[config.mk]
export PLATFORM = sky130hd
export DESIGN_NAME = operation_questionable_status_regs
export DESIGN_NICKNAME = d
export VERILOG_FILES = /design/src/shared/status_pkg.sv /design/src/verilog/status_set.sv /design/src/verilog/operation_questionable_status_regs.sv
export SDC_FILE = /design/constraint.sdc
export NUM_CORES = 1
export LEC_CHECK = 0
export BUFFER_PORTS_ARGS = -buffer_cell sky130_fd_sc_hd__buf_2
export CORE_MARGIN = 5
export CORE_UTILIZATION = 45
export DETAILED_ROUTE_END_ITERATION = 8
export GPL_ROUTABILITY_DRIVEN = 0
export SLEW_MARGIN = 20
export SYNTH_ARGS = -nofsm -noshare
export SYNTH_HDL_FRONTEND = slang
export SYNTH_SLANG_ARGS = --single-unit
export TNS_END_PERCENT = 30
[constraint.sdc]
create_clock -name sys_clk_i -period 2.37 [get_ports sys_clk_i]
set_clock_uncertainty 0.2 [all_clocks]
set_input_delay 0.1185 -clock sys_clk_i [delete_from_list [all_inputs] [get_ports sys_clk_i]]
set_output_delay 0.1185 -clock sys_clk_i [all_outputs]
set_load 0.01 [all_outputs]
[src/shared/status_pkg.sv]
// Package with set indices, bit positions, access codes and preset values
package status_pkg;
    localparam int REG_W    = 16;
    localparam int NUM_SETS = 8;
    localparam int SET_W    = 3;

    // Register set indices
    localparam logic [2:0] SET_OPERATION   = 3'h0;
    localparam logic [2:0] SET_CALIBRATING = 3'h1;
    localparam logic [2:0] SET_LOWER_FAIL  = 3'h2;
    localparam logic [2:0] SET_MEASURING   = 3'h3;
    localparam logic [2:0] SET_SENSOR_MEM  = 3'h4;
    localparam logic [2:0] SET_TRIG_WAIT   = 3'h5;
    localparam logic [2:0] SET_UPPER_FAIL  = 3'h6;
    localparam logic [2:0] SET_QUESTIONABLE = 3'h7;

    // Register selector inside a set
    typedef enum logic [2:0] {
        SEL_CONDITION  = 3'h0,
        SEL_EVENT      = 3'h1,
        SEL_ENABLE     = 3'h2,
        SEL_POS_FILTER = 3'h3,
        SEL_NEG_FILTER = 3'h4
    } reg_sel_t;

    // Top operation set bit positions
    localparam int OP_CAL_BIT   = 0;
    localparam int OP_MEAS_BIT  = 4;
    localparam int OP_TRIG_BIT  = 5;
    localparam int OP_SENSE_BIT = 10;
    localparam int OP_LLF_BIT   = 11;
    localparam int OP_ULF_BIT   = 12;
    // Top questionable set bit positions
    localparam int QU_POWER_BIT = 3;
    localparam int QU_CAL_BIT   = 8;
    localparam int QU_POST_BIT  = 9;
    // Child set bit positions
    localparam int CH_A_BIT     = 1;
    localparam int CH_B_BIT     = 2;
    localparam int WIN_UP_BIT   = 3;
    localparam int WIN_LO_BIT   = 4;
    localparam int ZERO_BIT     = 15;

    localparam logic [15:0] ALL_ZEROS = 16'h0000;
    localparam logic [15:0] ALL_ONES  = 16'h7FFF;
    localparam logic [15:0] WR_MASK   = 16'h7FFF;

    // Host access request
    typedef struct packed {
        logic        rd;
        logic        wr;
        logic [2:0]  set_idx;
        reg_sel_t    sel;
        logic [15:0] wdata;
    } host_req_t;

    // Per-channel activity from measurement, calibration and trigger logic
    typedef struct packed {
        logic cal_start;
        logic cal_done;
        logic measuring;
        logic sensor_mem_read;
        logic trig_enter_wait;
        logic trig_enter_idle;
    } chan_status_t;

    // Limit test results for all four targets (ch A, ch B, up win, lo win)
    typedef struct packed {
        logic [3:0] measured;
        logic [3:0] lower_en;
        logic [3:0] lower_fail;
        logic [3:0] upper_en;
        logic [3:0] upper_fail;
    } limit_result_t;
endpackage

[src/verilog/status_set.sv]
// One status register set: condition, event, enable and transition filters
`timescale 1ns/100ps
module status_set #(
    parameter int          W         = 16,
    parameter logic [15:0] EN_PRESET = 16'h7FFF
) (
    input  wire logic         sys_clk_i,
    input  wire logic         rst_n_i,
    input  wire logic [W-1:0] cond_i,
    input  wire logic         preset_i,
    input  wire logic         wr_en_i,
    input  wire logic         wr_pos_i,
    input  wire logic         wr_neg_i,
    input  wire logic         rd_event_i,
    input  wire logic [W-1:0] wdata_i,
    output logic      [W-1:0] cond_o,
    output logic      [W-1:0] event_o,
    output logic      [W-1:0] enable_o,
    output logic      [W-1:0] pos_o,
    output logic      [W-1:0] neg_o,
    output logic              summary_o
);
    import status_pkg::*;

    logic [W-1:0] cond_r;
    logic [W-1:0] event_r;
    logic [W-1:0] enable_r;
    logic [W-1:0] pos_r;
    logic [W-1:0] neg_r;
    logic [W-1:0] hits;
    logic         summary_r;

    // Edge detect against the previous sample of the condition
    always_comb begin
        hits = (cond_i & ~cond_r & pos_r) | (~cond_i & cond_r & neg_r);
        hits[ZERO_BIT] = 1'b0;
    end

    always_ff @(posedge sys_clk_i) begin
        if (!rst_n_i) begin
            cond_r <= '0;
        end else begin
            cond_r <= cond_i;
        end
    end

    // A new event in the read cycle survives the read clear
    always_ff @(posedge sys_clk_i) begin
        if (!rst_n_i) begin
            event_r <= '0;
        end else if (rd_event_i) begin
            event_r <= hits;
        end else begin
            event_r <= event_r | hits;
        end
    end

    // Preset beats a same-cycle write; condition and event stay untouched
    always_ff @(posedge sys_clk_i) begin
        if (!rst_n_i || preset_i) begin
            enable_r <= EN_PRESET[W-1:0];
            pos_r    <= ALL_ONES[W-1:0];
            neg_r    <= ALL_ZEROS[W-1:0];
        end else begin
            if (wr_en_i) enable_r <= wdata_i & WR_MASK[W-1:0];
            if (wr_pos_i) pos_r   <= wdata_i & WR_MASK[W-1:0];
            if (wr_neg_i) neg_r   <= wdata_i & WR_MASK[W-1:0];
        end
    end

    always_ff @(posedge sys_clk_i) begin
        if (!rst_n_i) begin
            summary_r <= 1'b0;
        end else begin
            summary_r <= |(event_r & enable_r);
        end
    end

    assign cond_o    = cond_i & WR_MASK[W-1:0];
    assign event_o   = event_r;
    assign enable_o  = enable_r;
    assign pos_o     = pos_r;
    assign neg_o     = neg_r;
    assign summary_o = summary_r;
endmodule // status_set

[src/verilog/operation_questionable_status_regs.sv]
// Operation and questionable status register sets with preset and read-back
//
// Overview of operation
// - Top operation bits 0,4,5,10,11,12 summarise calibrating..upper fail sets.
// - Bit 15 reads zero in every register whatever is written.
// - Calibrating bit for channel A/B sets when zeroing or calibration begins.
// - Combined calibrate-and-report query also sets the calibrating bit at start.
// - Calibrating bit clears when that zeroing or calibration completes.
// - Lower-limit-fail set: bit1 A, bit2 B, bit3 upper window, bit4 lower window.
// - Lower-limit-fail bit sets when the matching lower limit test fails.
// - Limit fail bits clear only on an enabled, passing measurement.
// - Upper-limit-fail set uses same layout; bit sets when upper test fails.
// - Measuring bit per channel is high while that channel measures.
// - Sensor-memory bit per channel is high only while reading its memory.
// - Trigger bit sets on entering wait-for-trigger, clears on idle.
// - Preset: top sets enable zeros, others ones; positive ones, negative zeros.
// - Preset leaves condition and event registers unchanged.
// - Top questionable: bit3 power, bit8 calibration, bit9 self-test result.
// - Each parent summary bit is OR of enabled child event bits.
// - Reading an event register returns it then clears it.
// - Reading a condition register returns live bits, unchanged.
`timescale 1ns/100ps
module operation_questionable_status_regs #(
    parameter int W = 16
) (
    input  wire logic                     sys_clk_i,
    input  wire logic                     rst_n_i,
    input  wire status_pkg::host_req_t    req_i,
    input  wire logic                     preset_i,
    input  wire status_pkg::chan_status_t chan_a_i,
    input  wire status_pkg::chan_status_t chan_b_i,
    input  wire status_pkg::limit_result_t limit_i,
    input  wire logic                     power_summary_i,
    input  wire logic                     cal_quality_summary_i,
    input  wire logic                     self_test_fail_i,
    output logic [W-1:0]                  rdata_o,
    output logic                          rvalid_o,
    output logic                          op_summary_o,
    output logic                          ques_summary_o
);
    import status_pkg::*;

    // Two measurement channels and four limit targets per limit set
    localparam int NUM_CHAN = 2;
    localparam int NUM_TGT  = 4;

    // Conditions of every set, index = set number
    logic [W-1:0] cond      [NUM_SETS];
    logic [W-1:0] cond_rd   [NUM_SETS];
    logic [W-1:0] event_rd  [NUM_SETS];
    logic [W-1:0] enable_rd [NUM_SETS];
    logic [W-1:0] pos_rd    [NUM_SETS];
    logic [W-1:0] neg_rd    [NUM_SETS];
    logic         summary   [NUM_SETS];

    logic [1:0]   cal_r;
    logic [1:0]   trig_r;
    logic [3:0]   lower_r;
    logic [3:0]   upper_r;
    logic [W-1:0] rdata_r;
    logic         rvalid_r;
    logic [W-1:0] rd_mux;

    // Per-set access strobes, bit index = set number
    logic [NUM_SETS-1:0] wr_en_stb;
    logic [NUM_SETS-1:0] wr_pos_stb;
    logic [NUM_SETS-1:0] wr_neg_stb;
    logic [NUM_SETS-1:0] rd_event_stb;
    chan_status_t        chan [NUM_CHAN];

    // Set select decode, used for writes and event-read clear
    function automatic logic hit(input host_req_t r, input int s,
                                 input reg_sel_t k);
        hit = (r.set_idx == s[2:0]) && (r.sel == k);
    endfunction

    // One decode per register kind, so each set sees a single-cycle pulse
    always_comb begin
        for (int i = 0; i < NUM_SETS; i++) begin
            wr_en_stb[i]    = req_i.wr && hit(req_i, i, SEL_ENABLE);
            wr_pos_stb[i]   = req_i.wr && hit(req_i, i, SEL_POS_FILTER);
            wr_neg_stb[i]   = req_i.wr && hit(req_i, i, SEL_NEG_FILTER);
            rd_event_stb[i] = req_i.rd && hit(req_i, i, SEL_EVENT);
        end
    end

    assign chan[0] = chan_a_i;
    assign chan[1] = chan_b_i;

    // Per channel: a start beats a same-cycle done, a wait beats an idle
    genvar c;
    generate
        for (c = 0; c < NUM_CHAN; c++) begin : g_chan
            always_ff @(posedge sys_clk_i) begin
                if (!rst_n_i) begin
                    cal_r[c] <= 1'b0;
                end else if (chan[c].cal_start) begin
                    cal_r[c] <= 1'b1;
                end else if (chan[c].cal_done) begin
                    cal_r[c] <= 1'b0;
                end
            end

            always_ff @(posedge sys_clk_i) begin
                if (!rst_n_i) begin
                    trig_r[c] <= 1'b0;
                end else if (chan[c].trig_enter_wait) begin
                    trig_r[c] <= 1'b1;
                end else if (chan[c].trig_enter_idle) begin
                    trig_r[c] <= 1'b0;
                end
            end
        end
    endgenerate

    // Limit fail bits: a failure sets, only an enabled pass clears
    genvar t;
    generate
        for (t = 0; t < NUM_TGT; t++) begin : g_limit
            always_ff @(posedge sys_clk_i) begin
                if (!rst_n_i) begin
                    lower_r[t] <= 1'b0;
                end else if (limit_i.lower_fail[t]) begin
                    lower_r[t] <= 1'b1;
                end else if (limit_i.measured[t] &&
                             limit_i.lower_en[t]) begin
                    lower_r[t] <= 1'b0;
                end
            end

            always_ff @(posedge sys_clk_i) begin
                if (!rst_n_i) begin
                    upper_r[t] <= 1'b0;
                end else if (limit_i.upper_fail[t]) begin
                    upper_r[t] <= 1'b1;
                end else if (limit_i.measured[t] &&
                             limit_i.upper_en[t]) begin
                    upper_r[t] <= 1'b0;
                end
            end
        end
    endgenerate

    // Condition vectors; unused bits tie low
    always_comb begin
        for (int s = 0; s < NUM_SETS; s++) begin
            cond[s] = '0;
        end
        cond[SET_CALIBRATING][CH_A_BIT] = cal_r[0];
        cond[SET_CALIBRATING][CH_B_BIT] = cal_r[1];
        cond[SET_LOWER_FAIL][CH_A_BIT]   = lower_r[0];
        cond[SET_LOWER_FAIL][CH_B_BIT]   = lower_r[1];
        cond[SET_LOWER_FAIL][WIN_UP_BIT] = lower_r[2];
        cond[SET_LOWER_FAIL][WIN_LO_BIT] = lower_r[3];
        cond[SET_MEASURING][CH_A_BIT] = chan_a_i.measuring;
        cond[SET_MEASURING][CH_B_BIT] = chan_b_i.measuring;
        cond[SET_SENSOR_MEM][CH_A_BIT] = chan_a_i.sensor_mem_read;
        cond[SET_SENSOR_MEM][CH_B_BIT] = chan_b_i.sensor_mem_read;
        cond[SET_TRIG_WAIT][CH_A_BIT] = trig_r[0];
        cond[SET_TRIG_WAIT][CH_B_BIT] = trig_r[1];
        cond[SET_UPPER_FAIL][CH_A_BIT]   = upper_r[0];
        cond[SET_UPPER_FAIL][CH_B_BIT]   = upper_r[1];
        cond[SET_UPPER_FAIL][WIN_UP_BIT] = upper_r[2];
        cond[SET_UPPER_FAIL][WIN_LO_BIT] = upper_r[3];
        // Parent bits are the child summaries directly, one clock behind child events
        cond[SET_OPERATION][OP_CAL_BIT]   = summary[SET_CALIBRATING];
        cond[SET_OPERATION][OP_MEAS_BIT]  = summary[SET_MEASURING];
        cond[SET_OPERATION][OP_TRIG_BIT]  = summary[SET_TRIG_WAIT];
        cond[SET_OPERATION][OP_SENSE_BIT] = summary[SET_SENSOR_MEM];
        cond[SET_OPERATION][OP_LLF_BIT]   = summary[SET_LOWER_FAIL];
        cond[SET_OPERATION][OP_ULF_BIT]   = summary[SET_UPPER_FAIL];
        cond[SET_QUESTIONABLE][QU_POWER_BIT] = power_summary_i;
        cond[SET_QUESTIONABLE][QU_CAL_BIT]   = cal_quality_summary_i;
        cond[SET_QUESTIONABLE][QU_POST_BIT]  = self_test_fail_i;
    end

    // Eight identical sets; only the two top sets preset enable to zeros
    genvar s;
    generate
        for (s = 0; s < NUM_SETS; s++) begin : g_set
            localparam logic [15:0] EN_P =
                (s == SET_OPERATION || s == SET_QUESTIONABLE) ?
                ALL_ZEROS : ALL_ONES;
            status_set #(
                .W         (W),
                .EN_PRESET (EN_P)
            ) u_set (
                .sys_clk_i  (sys_clk_i),
                .rst_n_i    (rst_n_i),
                .cond_i     (cond[s]),
                .preset_i   (preset_i),
                .wr_en_i    (wr_en_stb[s]),
                .wr_pos_i   (wr_pos_stb[s]),
                .wr_neg_i   (wr_neg_stb[s]),
                .rd_event_i (rd_event_stb[s]),
                .wdata_i    (req_i.wdata),
                .cond_o     (cond_rd[s]),
                .event_o    (event_rd[s]),
                .enable_o   (enable_rd[s]),
                .pos_o      (pos_rd[s]),
                .neg_o      (neg_rd[s]),
                .summary_o  (summary[s])
            );
        end
    endgenerate

    // Selector picks one register of the addressed set
    always_comb begin
        rd_mux = '0;
        unique case (req_i.sel)
            SEL_CONDITION:  rd_mux = cond_rd[req_i.set_idx];
            SEL_EVENT:      rd_mux = event_rd[req_i.set_idx];
            SEL_ENABLE:     rd_mux = enable_rd[req_i.set_idx];
            SEL_POS_FILTER: rd_mux = pos_rd[req_i.set_idx];
            SEL_NEG_FILTER: rd_mux = neg_rd[req_i.set_idx];
            default:        rd_mux = '0;
        endcase
    end

    // Read data held until the next read, so a slow controller still sees it
    always_ff @(posedge sys_clk_i) begin
        if (!rst_n_i) begin
            rdata_r <= '0;
        end else if (req_i.rd) begin
            rdata_r <= rd_mux;
        end
    end

    always_ff @(posedge sys_clk_i) begin
        if (!rst_n_i) begin
            rvalid_r <= 1'b0;
        end else begin
            rvalid_r <= req_i.rd;
        end
    end

    assign rdata_o        = rdata_r & WR_MASK[W-1:0];
    assign rvalid_o       = rvalid_r;
    assign op_summary_o   = summary[SET_OPERATION];
    assign ques_summary_o = summary[SET_QUESTIONABLE];
endmodule // operation_questionable_status_regs

==> flow_metrics.tcl, run 1 <==
set metrics [dict create \
    clock-root-buffer "clkbuf_16" \
    slew_headroom_pct 53.6 \
    fp-row-count 75 \
    synthXorXnorAreaFrac_pct 0 \
    min_from "chan_b_i[3]" \
    multiInputGateArea_um2 9450 \
    drc 0 \
    synth-edff-count 0 \
    maxCapViolCount 0 \
    grt_pass1_vias 17500 \
    start_util_pct 45.7 \
    grt_pass1_wl_um 107000 \
    wl_per_cell_um 23.2 \
    design_area_um2 23200 \
    peakVddDrop_mv 0.519 \
    grt_max_degree 90 \
    avgSynthCellArea_um2 8.21 \
    cts_buffer_depth 3 \
    fin_crit_sh_pct 97.7 \
    final-hold-violation-count 0 \
    ant_nets 0 \
    wl_um 71000 \
    finalPower_w 0.0170 \
    antenna_found_initial 0 \
    post-dp-hpwl_um 47900 \
    period_minus_slack_ps 2320 \
    synth-simple-area-share_pct 26.7 \
    final_nets 2551 \
    drt-initial-drc-count 2071 \
    synth-compound-area-share_pct 10.9 \
    netlist_area_um2 19300 \
    numCtsBuffers 48 \
    power.density_nw_per_um2 736 \
    dieArea_um2 47100 \
    drive_above_1_share_pct 16.2 \
    synth_top_area_share_pct 46.3 \
    synth_top_family_by_area "simple AND/OR/NAND/NOR gates" \
    worst_r2r_endpoint "rdata_r[11]" \
    via_count 18100 \
    worst_skew_pair.late_latency_ps 590 \
    synth_adder_area_share_pct 0 \
    die_h_um 217 \
    synth_area_leaders "dfxtp_1 (46%), nand2_1 (16%), mux4_2 (6.4%), nand3_1 (5.7%), a21oi_1 (5.4%)" \
    core-area_um2 42200 \
    cp_slowest_cell "dlygate4sd3_1" \
    seqCellArea_um2 8930 \
    status "complete, no violations" \
    synth_seq_area_share_pct 46.3 \
    yosys_warnings 0 \
    cts_tree "built" \
    grt_setup_unrepaired "false" \
    path_delay_family "buffers and inverters" \
    die_w_um 217 \
    syn_inst 2349 \
    regToRegSetupSlack_ps 470 \
    critPathMaxFanout 11 \
    reg2reg_from "g_set[0].u_set.enable_o[11]" \
    port-buffer-count 78 \
    clk_pin_slew_worst_paths_ps 60 \
    firstDrtPassIters 5 \
    ff2ff_path_depth 4 \
    max_stage_delay_ps 560 \
    whs_path_depth 3 \
    placed_area_um2 20800 \
    drv_slew 0 \
    cts.htree.levels 2 \
    setup-violations-final 0 \
    setup_slack_ps 54.7 \
    antennaDiodeCount 0 \
    grt_usage_pct 29.5 \
    cp_num_buf_inv 5 \
    via_per_inst 5.91 \
    final.setup.tns_ps 0 \
    synth_top_cell_by_area "dfxtp_1" \
    p_leak_nw 9.31 \
    arrival_ps 2640 \
    crit_top_cell "dlygate4sd3_1" \
    worstHoldPathType "in2reg" \
    yosys.cell_types.count 62 \
    synthFlopType "dfxtp_1" \
    gr-total-overflow 0 \
    tightest_slew_ps 696 \
    utilization_pct 54.8 \
    path_cells "dlygate4sd3_1, buf_2, and3b_1, buf_4, nand2_2, nor2_1, buf_6, nand2_1, nand3_1, dlygate4sd3_1" \
    endpoint_kind "register" \
    synth_mux_area_share_pct 11.3 \
    place_ws_ps 54.6 \
    fmax_ghz 0.432 \
    clock-sinks 446 \
    syn_nets 2411 \
    crit_type "in2reg" \
    async_flop_share_pct 0 \
    required_ps 2700 \
    area_growth_pct 20.0 \
    ios 81 \
    fillerInstances 3877 \
    synth_seq_cells 446 \
    start_kind "input port" \
    min_to "g_set[3].u_set.cond_r[2]" \
]
## worst max path at each step
stage / startpoint / endpoint / slack, ps / depth (start not counted)
floorplan: req_i[19] / rdata_r[10] / 580 / 7
global route: req_i[18] / g_set[7].u_set.pos_o[0] / 10 / 10
CTS: req_i[18] / g_set[7].u_set.pos_o[0] / 30 / 10
detailed placement: req_i[19] / rdata_r[10] / 50 / 6
global placement: req_i[19] / rdata_r[10] / 60 / 6
finish: req_i[18] / g_set[7].u_set.pos_o[0] / 50 / 10
## cell usage in the layout, fill, tap and decap left out, drive strengths merged, types with 10 or more instances in the layout
| master | synthesis | routed |
|---|---|---|
| nand2 | 816 | 816 |
| dfxtp | 446 | 446 |
| nand3 | 222 | 222 |
| buf | 88 | 213 |
| a21oi | 207 | 207 |
| nor2 | 86 | 86 |
| clkbuf | 95 | 74 |
| dlygate4sd3 | 0 | 60 |
| mux4 | 55 | 55 |
| mux2i | 55 | 55 |
| o21ai | 44 | 44 |
| mux2 | 34 | 34 |
| and2 | 31 | 31 |
| nand3b | 20 | 20 |
| o22ai | 19 | 19 |
| a22oi | 16 | 16 |
| o221ai | 14 | 14 |
| a221oi | 14 | 14 |
| a211oi | 12 | 12 |
| nor3 | 10 | 10 |
## stage by stage
stage | hold WS, ps | instances
finish | 123 | 3065
global route | 149 | 3065
CTS | 111 | 3062
detailed placement | 132 | 2915
global placement | 122 | 2915
floorplan | 35.9 | 2349
## final cells by class
| class | count | share of cell area [%] |
|---|---|---|
| timing repair buffer | 273 | 10.3 |
| inverter | 7 | 0.113 |
| clock inverter | 13 | 0.978 |
| clock buffer | 74 | 6.35 |
| sequential | 446 | 38.6 |
| multi-input combinational | 1713 | 40.8 |
| tap | 539 | 2.91 |
## state kept, by name (all words and copies together), names as in the netlist, 2 cells and up
signal                 flops
cond                      10
g_set.u_set.cond_r        25
rdata_r                   15
cal_r                      2
g_set.u_set.event_o       25
g_set.u_set.enable_o     120
g_set.u_set.pos_o        120
g_set.u_set.summary_o      8
g_set.u_set.neg_o        120
## worst min-delay path: stages
cell           delay (ps)
dlygate4sd3_1         510
buf_2                 130
and2_1                110
## metal layers
metal	part of all wire [%]	global-route usage, %
met4	5.4	14.6
met2	46	47.7
met1	40	38.7
met3	8.9	4.89
met5	0	0
## synth_stat cells, types with 3 or more instances
cell,number
nand3_1,221
nor3_2,4
mux2_2,34
mux2i_1,55
buf_2,55
a211oi_1,12
o211ai_1,6
nor2_2,6
dfxtp_1,446
mux4_2,55
o21ai_1,5
nor2_1,79
a21oi_1,207
clkbuf_1,95
nand3b_1,20
o21a_1,3
inv_1,5
buf_6,9
o21ai_0,39
nand2b_1,4
buf_1,3
nor2b_1,7
nand2_1,813
o221ai_1,14
buf_4,20
nor4_1,3
nor3_1,4
a22oi_1,16
a221oi_1,13
and2_1,31
a31oi_1,8
o221a_2,3
o22ai_1,19
## power by group
group | switching [W] | internal, W | total, W
logic | 0.000801 | 0.000497 | 0.00130
registers | 0.000116 | 0.00760 | 0.00772
clock network | 0.00311 | 0.00491 | 0.00802
## logic make-up after synthesis
logic type,after synthesis
other,1
AOI/OAI and AO/OA,358
buffers and inverters,190
muxes,144
DFF,446
and+or+nand+nor,1210
## what timing repair did
item                       in CTS  in global routing
hold buffers                   60                  0
setup buffers                   0                  3
setup endpoints to repair       0                  1
hold endpoints to repair      407                  0
resized for setup               0                  2
Power figures use the tool's default switching activity.
==> run 2, diff against run 1 <==
- REMOVE_ABC_BUFFERS: unset -> 1
- SKIP_LAST_GASP: unset -> 1
==> run 2 against run 1 <==
Against the previous run: flip-flop and latch count stayed put; setup slack gained 210 ps; non-clock buffer count is 22 higher; maximum frequency up 10%; cell area is 0.39% higher; count of clock-buffer cells in the layout is 2 higher; power shrank 2.5%; via count is 0.18% lower; final cell count grew 0.75%; critical endpoint is now cond[20].
==> flow_metrics.tcl, run 2 (synthesized netlist as in run 1, its figures left out) <==
set metrics [dict create \
    layout_common_cells "nand2_1 (813), dfxtp_1 (446), nand3_1 (221)" \
    met3_usage_pct 4.96 \
    worst_skew_pair.late_latency_ps 580 \
    start_kind "register" \
    wl_per_cell_um 22.9 \
    tightest_slew_ps 711 \
    endpoint_kind "register" \
    critPathMaxFanout 4 \
    drv_slew 0 \
    wl_um 70800 \
    slew_headroom_pct 52.6 \
    utilization_pct 55.0 \
    final.setup.tns_ps 0 \
    clock-sinks 446 \
    cp_num_buf_inv 3 \
    power.density_nw_per_um2 715 \
    max_stage_delay_ps 570 \
    setup-violations-final 0 \
    multiInputGateArea_um2 9450 \
    seqCellArea_um2 8930 \
    post-dp-hpwl_um 47900 \
    fin_crit_sh_pct 88.6 \
    finalPower_w 0.0166 \
    path_cells "buf_4, a21oi_1, dlygate4sd3_1, nor2_1, dlygate4sd3_1" \
    fp-row-count 75 \
    worstHoldPathType "in2reg" \
    status "complete, no violations" \
    grt_setup_unrepaired "false" \
    maxCapViolCount 0 \
    use_met2_pct 46.4 \
    grt_max_degree 63 \
    drt-initial-drc-count 2006 \
    antenna_found_initial 0 \
    mostFrequentLayoutCell "nand2_1" \
    core-area_um2 42200 \
    port-buffer-count 78 \
    fillerInstances 3856 \
    ant_nets 0 \
    fmax_ghz 0.476 \
    dieArea_um2 47100 \
    period_minus_slack_ps 2100 \
    crit_top_cell "dlygate4sd3_1" \
    met1_usage_pct 41.3 \
    grt_pass1_vias 17300 \
    antennaDiodeCount 0 \
    firstDrtPassIters 6 \
    gr-total-overflow 0 \
    final_nets 2574 \
    area_growth_pct 20.5 \
    arrival_ps 2370 \
    grt-busiest-layer "met2" \
    drc 0 \
    die_h_um 217 \
    peakVddDrop_mv 0.476 \
    cts_buffer_depth 3 \
    clk_pin_slew_worst_paths_ps 60 \
    crit_type "reg2reg" \
    ios 81 \
    path_delay_family "buffers and inverters" \
    cts_tree "built" \
    die_w_um 217 \
    start_util_pct 45.7 \
    drive_above_1_share_pct 16.4 \
    grt_pass1_wl_um 107000 \
    p_leak_nw 9.37 \
    hold_ws_ps 147 \
    postCtsSetupBuffers 0 \
    via_count 18100 \
    place_ws_ps 12.4 \
    grt_usage_pct 29.4 \
    setup_slack_ps 269 \
    via_per_inst 5.85 \
    required_ps 2640 \
    clock-root-buffer "clkbuf_16" \
    cts.htree.levels 2 \
    numCtsBuffers 49 \
    cts_resized 0 \
    final-hold-violation-count 0 \
    cp_slowest_cell "dlygate4sd3_1" \
]
==> run 2: changes by cell type in the layout (fill, tap and decap cells not counted), sizes merged <==
cell	delta
clkinv	+2
dlygate4sd3	+7
clkinvlp	+1
clkbuf	+2
buf	+15
bufinv	-4
==> run 2: where the power goes <==
part / internal (W) / leakage, nW / switching (W) / total (W)
logic: 0.000524 / 4.98 / 0.000815 / 0.00134
registers: 0.00760 / 3.62 / 0.000109 / 0.00771
clock network: 0.00441 / 0.774 / 0.00316 / 0.00756
total: 0.0125 / 9.37 / 0.00408 / 0.0166
==> run 2: final timing paths <==
path                                   end                    start  slack [ps]  depth (start not counted)
setup reg to reg                  cond[20]                 cond[20]         270                          5
hold / removal    g_set[4].u_set.cond_r[1]              chan_a_i[2]         150                          3
setup / recovery                  cond[20]                 cond[20]         270                          5
hold reg to reg    g_set[6].u_set.neg_o[9]  g_set[6].u_set.neg_o[9]         250                          2
==> run 2: layout make-up <==
type,count,area share (%)
Clock buffer,76,6.23
Multi-Input combinational cell,1713,40.6
Clock inverter,12,0.533
Timing Repair Buffer,295,11.2
Sequential cell,446,38.4
Tap cell,539,2.90
Inverter,7,0.113
==> run 2: metrics by stage <==
| stage | std cells | area (um^2) |
|---|---|---|
| after floorplan | 2166 | 18400 |
| after global placement | 2933 | 21000 |
| after detailed placement | 2933 | 21000 |
| after CTS | 3089 | 23300 |
| after global routing | 3088 | 23200 |
| final | 3088 | 23200 |
==> run 2: worst reg2reg max path, cell delays in order (launching register included) <==
cell and delay (ps):
dfxtp_1 330, buf_4 160, a21oi_1 120, dlygate4sd3_1 560, nor2_1 40, dlygate4sd3_1 570
==> run 2: routing by layer <==
metal	wire [um]	part of all wire, %	up-vias
met1	29400	42	8732
met5	0	0	-
li1	-	-	8301
met3	6860	9.7	152
met4	2480	3.5	0
met2	32100	45	888
==> run 2: repair_timing <==
| item | in CTS | in global routing |
|---|---|---|
| hold buffers | 68 | 0 |
| setup endpoints to repair | 0 | 46 |
| endpoints found under the hold margin | 429 | 0 |
==> run 3, diff against run 2 <==
- ABC_AREA: unset -> 1
- clock period: 2.37 -> 2.3 ns (I/O delays scaled with it)
==> run 3 against run 2 <==
Against the previous run: combinational power rose by 5%; wire length fell by 4.9%; critical path type is now in2reg; final cell count rose by 5.6%; critical path depth rose by 5; via count rose by 2.1%; first-iteration DRC count fell by 9.8%; register-to-register slack barely moved; synthesized area fell by 1.7%.
==> flow_metrics.tcl, run 3 <==
set metrics [dict create \
    arrival_ps 2520 \
    endpoint_kind "register" \
    drc 0 \
    ys_top_cells_by_count "nand2_1 (688), dfxtp_1 (446), a21oi_1 (325)" \
    die_h_um 215 \
    post-dp-hpwl_um 42800 \
    synthXorXnorAreaFrac_pct 0 \
    via_per_inst 5.66 \
    synth_seq_area_share_pct 47.1 \
    gr-total-overflow 0 \
    final_nets 2752 \
    peakVddDrop_mv 0.550 \
    numCtsBuffers 48 \
    maxCapViolCount 0 \
    synth-edff-count 0 \
    synth_adder_area_share_pct 0 \
    clock-sinks 446 \
    core-area_um2 41900 \
    slew_headroom_pct 47.8 \
    via_count 18400 \
    synth_top_area_share_pct 47.1 \
    yosys_warnings 0 \
    port-buffer-count 78 \
    syn_inst 2598 \
    firstDrtPassIters 5 \
    fmax_ghz 0.454 \
    cts_tree "built" \
    cts.htree.levels 2 \
    design_area_um2 22300 \
    wl_um 67400 \
    antenna_found_initial 3 \
    area_growth_pct 17.5 \
    clock-root-buffer "clkbuf_16" \
    setup-violations-final 0 \
    ant_nets 0 \
    critPathMaxFanout 11 \
    tightest_slew_ps 782 \
    fin_crit_sh_pct 95.9 \
    yosys.cell_types.count 34 \
    dieArea_um2 46300 \
    wl_per_cell_um 20.7 \
    start_util_pct 45.3 \
    clk_pin_slew_worst_paths_ps 60 \
    fillerInstances 4059 \
    crit_type "in2reg" \
    finalPower_w 0.0168 \
    synth_mux_area_share_pct 0 \
    synthFlopType "dfxtp_1" \
    synth_top_family_by_area "compound AO/OA/AOI/OAI gates" \
    ios 81 \
    die_w_um 215 \
    drt-initial-drc-count 1810 \
    worstHoldPathType "in2reg" \
    synth-compound-area-share_pct 22.3 \
    fp-row-count 75 \
    status "complete, no violations" \
    power.density_nw_per_um2 752 \
    required_ps 2620 \
    cts_buffer_depth 3 \
    grt_usage_pct 28.1 \
    synth.most_common_cell "nand2_1" \
    antennaDiodeCount 0 \
    synth_area_leaders "dfxtp_1 (47%), nand2_1 (14%), a21oi_1 (8.6%), o21ai_0 (6.2%), o211ai_1 (6.1%)" \
    placed_area_um2 20100 \
    synth_seq_cells 446 \
    grt_pass1_vias 17300 \
    synth-simple-area-share_pct 22.0 \
    worst_skew_pair.late_latency_ps 590 \
    netlist_area_um2 19000 \
    mostFrequentLayoutCell "nand2_1" \
    drv_slew 0 \
    start_kind "input port" \
    grt_setup_unrepaired "true" \
    drive_above_1_share_pct 10.9 \
    period_minus_slack_ps 2200 \
    async_flop_share_pct 0 \
    final-hold-violation-count 0 \
    grt_pass1_wl_um 102000 \
    synth_top_cell_by_area "dfxtp_1" \
    avgSynthCellArea_um2 7.30 \
    p_leak_nw 10.5 \
    grt_max_degree 122 \
    postCtsSetupBuffers 0 \
    layout_common_cells "nand2_1 (688), dfxtp_1 (446), a21oi_1 (325)" \
]
## run 3: cell types whose count changed after synthesis, sizes merged, moves of 109 or more
| cell | previous run | this run |
|---|---|---|
| inv | 6 | 194 |
| nand2 | 816 | 692 |
| nand3 | 222 | 113 |
| a21oi | 207 | 325 |
| o211ai | 6 | 160 |
| o21ai | 44 | 240 |
## run 3: critical path, cell delays in order
cell           delay [ps]
dlygate4sd3_1         510
buf_2                 190
inv_2                 200
nor2_4                270
inv_2                  90
nor2_2                140
buf_4                 240
a21oi_1                90
dlygate4sd3_1         580
o21ai_0                70
## run 3: final timing paths
kind	from	end	slack, ps	depth (start not counted)
worst max-delay path	req_i[21]	g_set[7].u_set.pos_o[7]	100	10
worst min-delay path	req_i[19]	g_set[5].u_set.event_o[2]	40	6
worst max register to register	cond[20]	cond[20]	270	4
worst min register to register	g_set[4].u_set.summary_o	g_set[0].u_set.cond_r[10]	220	2
## run 3: power by group
group,internal (W),switching [W]
sequential,0.00784,0.0000910
clock,0.00426,0.00315
combinational,0.000463,0.000945
total,0.0126,0.00419
## run 3: kinds of logic after synthesis
family                 Yosys count
AND/OR/NAND/NOR               1004
other                            1
flip-flops                     446
buffers and inverters          398
AO/OA/AOI/OAI                  749
## run 3: cell type report
class,instances,area [um^2],share of cell area [%]
clock inverters,4,30.0,0.135
well taps,539,674,3.03
multi-input cells,1754,8470,38.0
repair buffers,241,1990,8.92
inverters,199,747,3.35
flip-flops and latches,446,8930,40.1
clock buffers,78,1450,6.49
## run 3: timing repair
item	4_1_cts	5_1_grt
resized for setup	0	1
endpoints found under the setup margin	0	2
hold buffers	68	0
hold endpoints to repair	323	0
## run 3: per-stage QoR
stage	setup TNS (ps)	setup WS (ps)	hold WS [ps]	instances	util (%)
6_report	0	95.3	38.9	3261	53.2
5_1_grt	-16.3	-16.3	61.4	3261	53.2
4_1_cts	0	41.1	11.3	3261	53.2
3_5_place_dp	0	170	115	3111	48.1
3_3_place_gp	0	172	109	3111	48.1
2_1_floorplan	-2969830	-12170	8.45	2399	-
## run 3: per-layer routing
layer	vias up	wire, um	GRT usage (%)
li1	8859	-	-
met5	-	0	0
met2	791	29900	44.1
met3	172	5510	4.05
met1	8622	28900	38.6
met4	0	3060	12.3
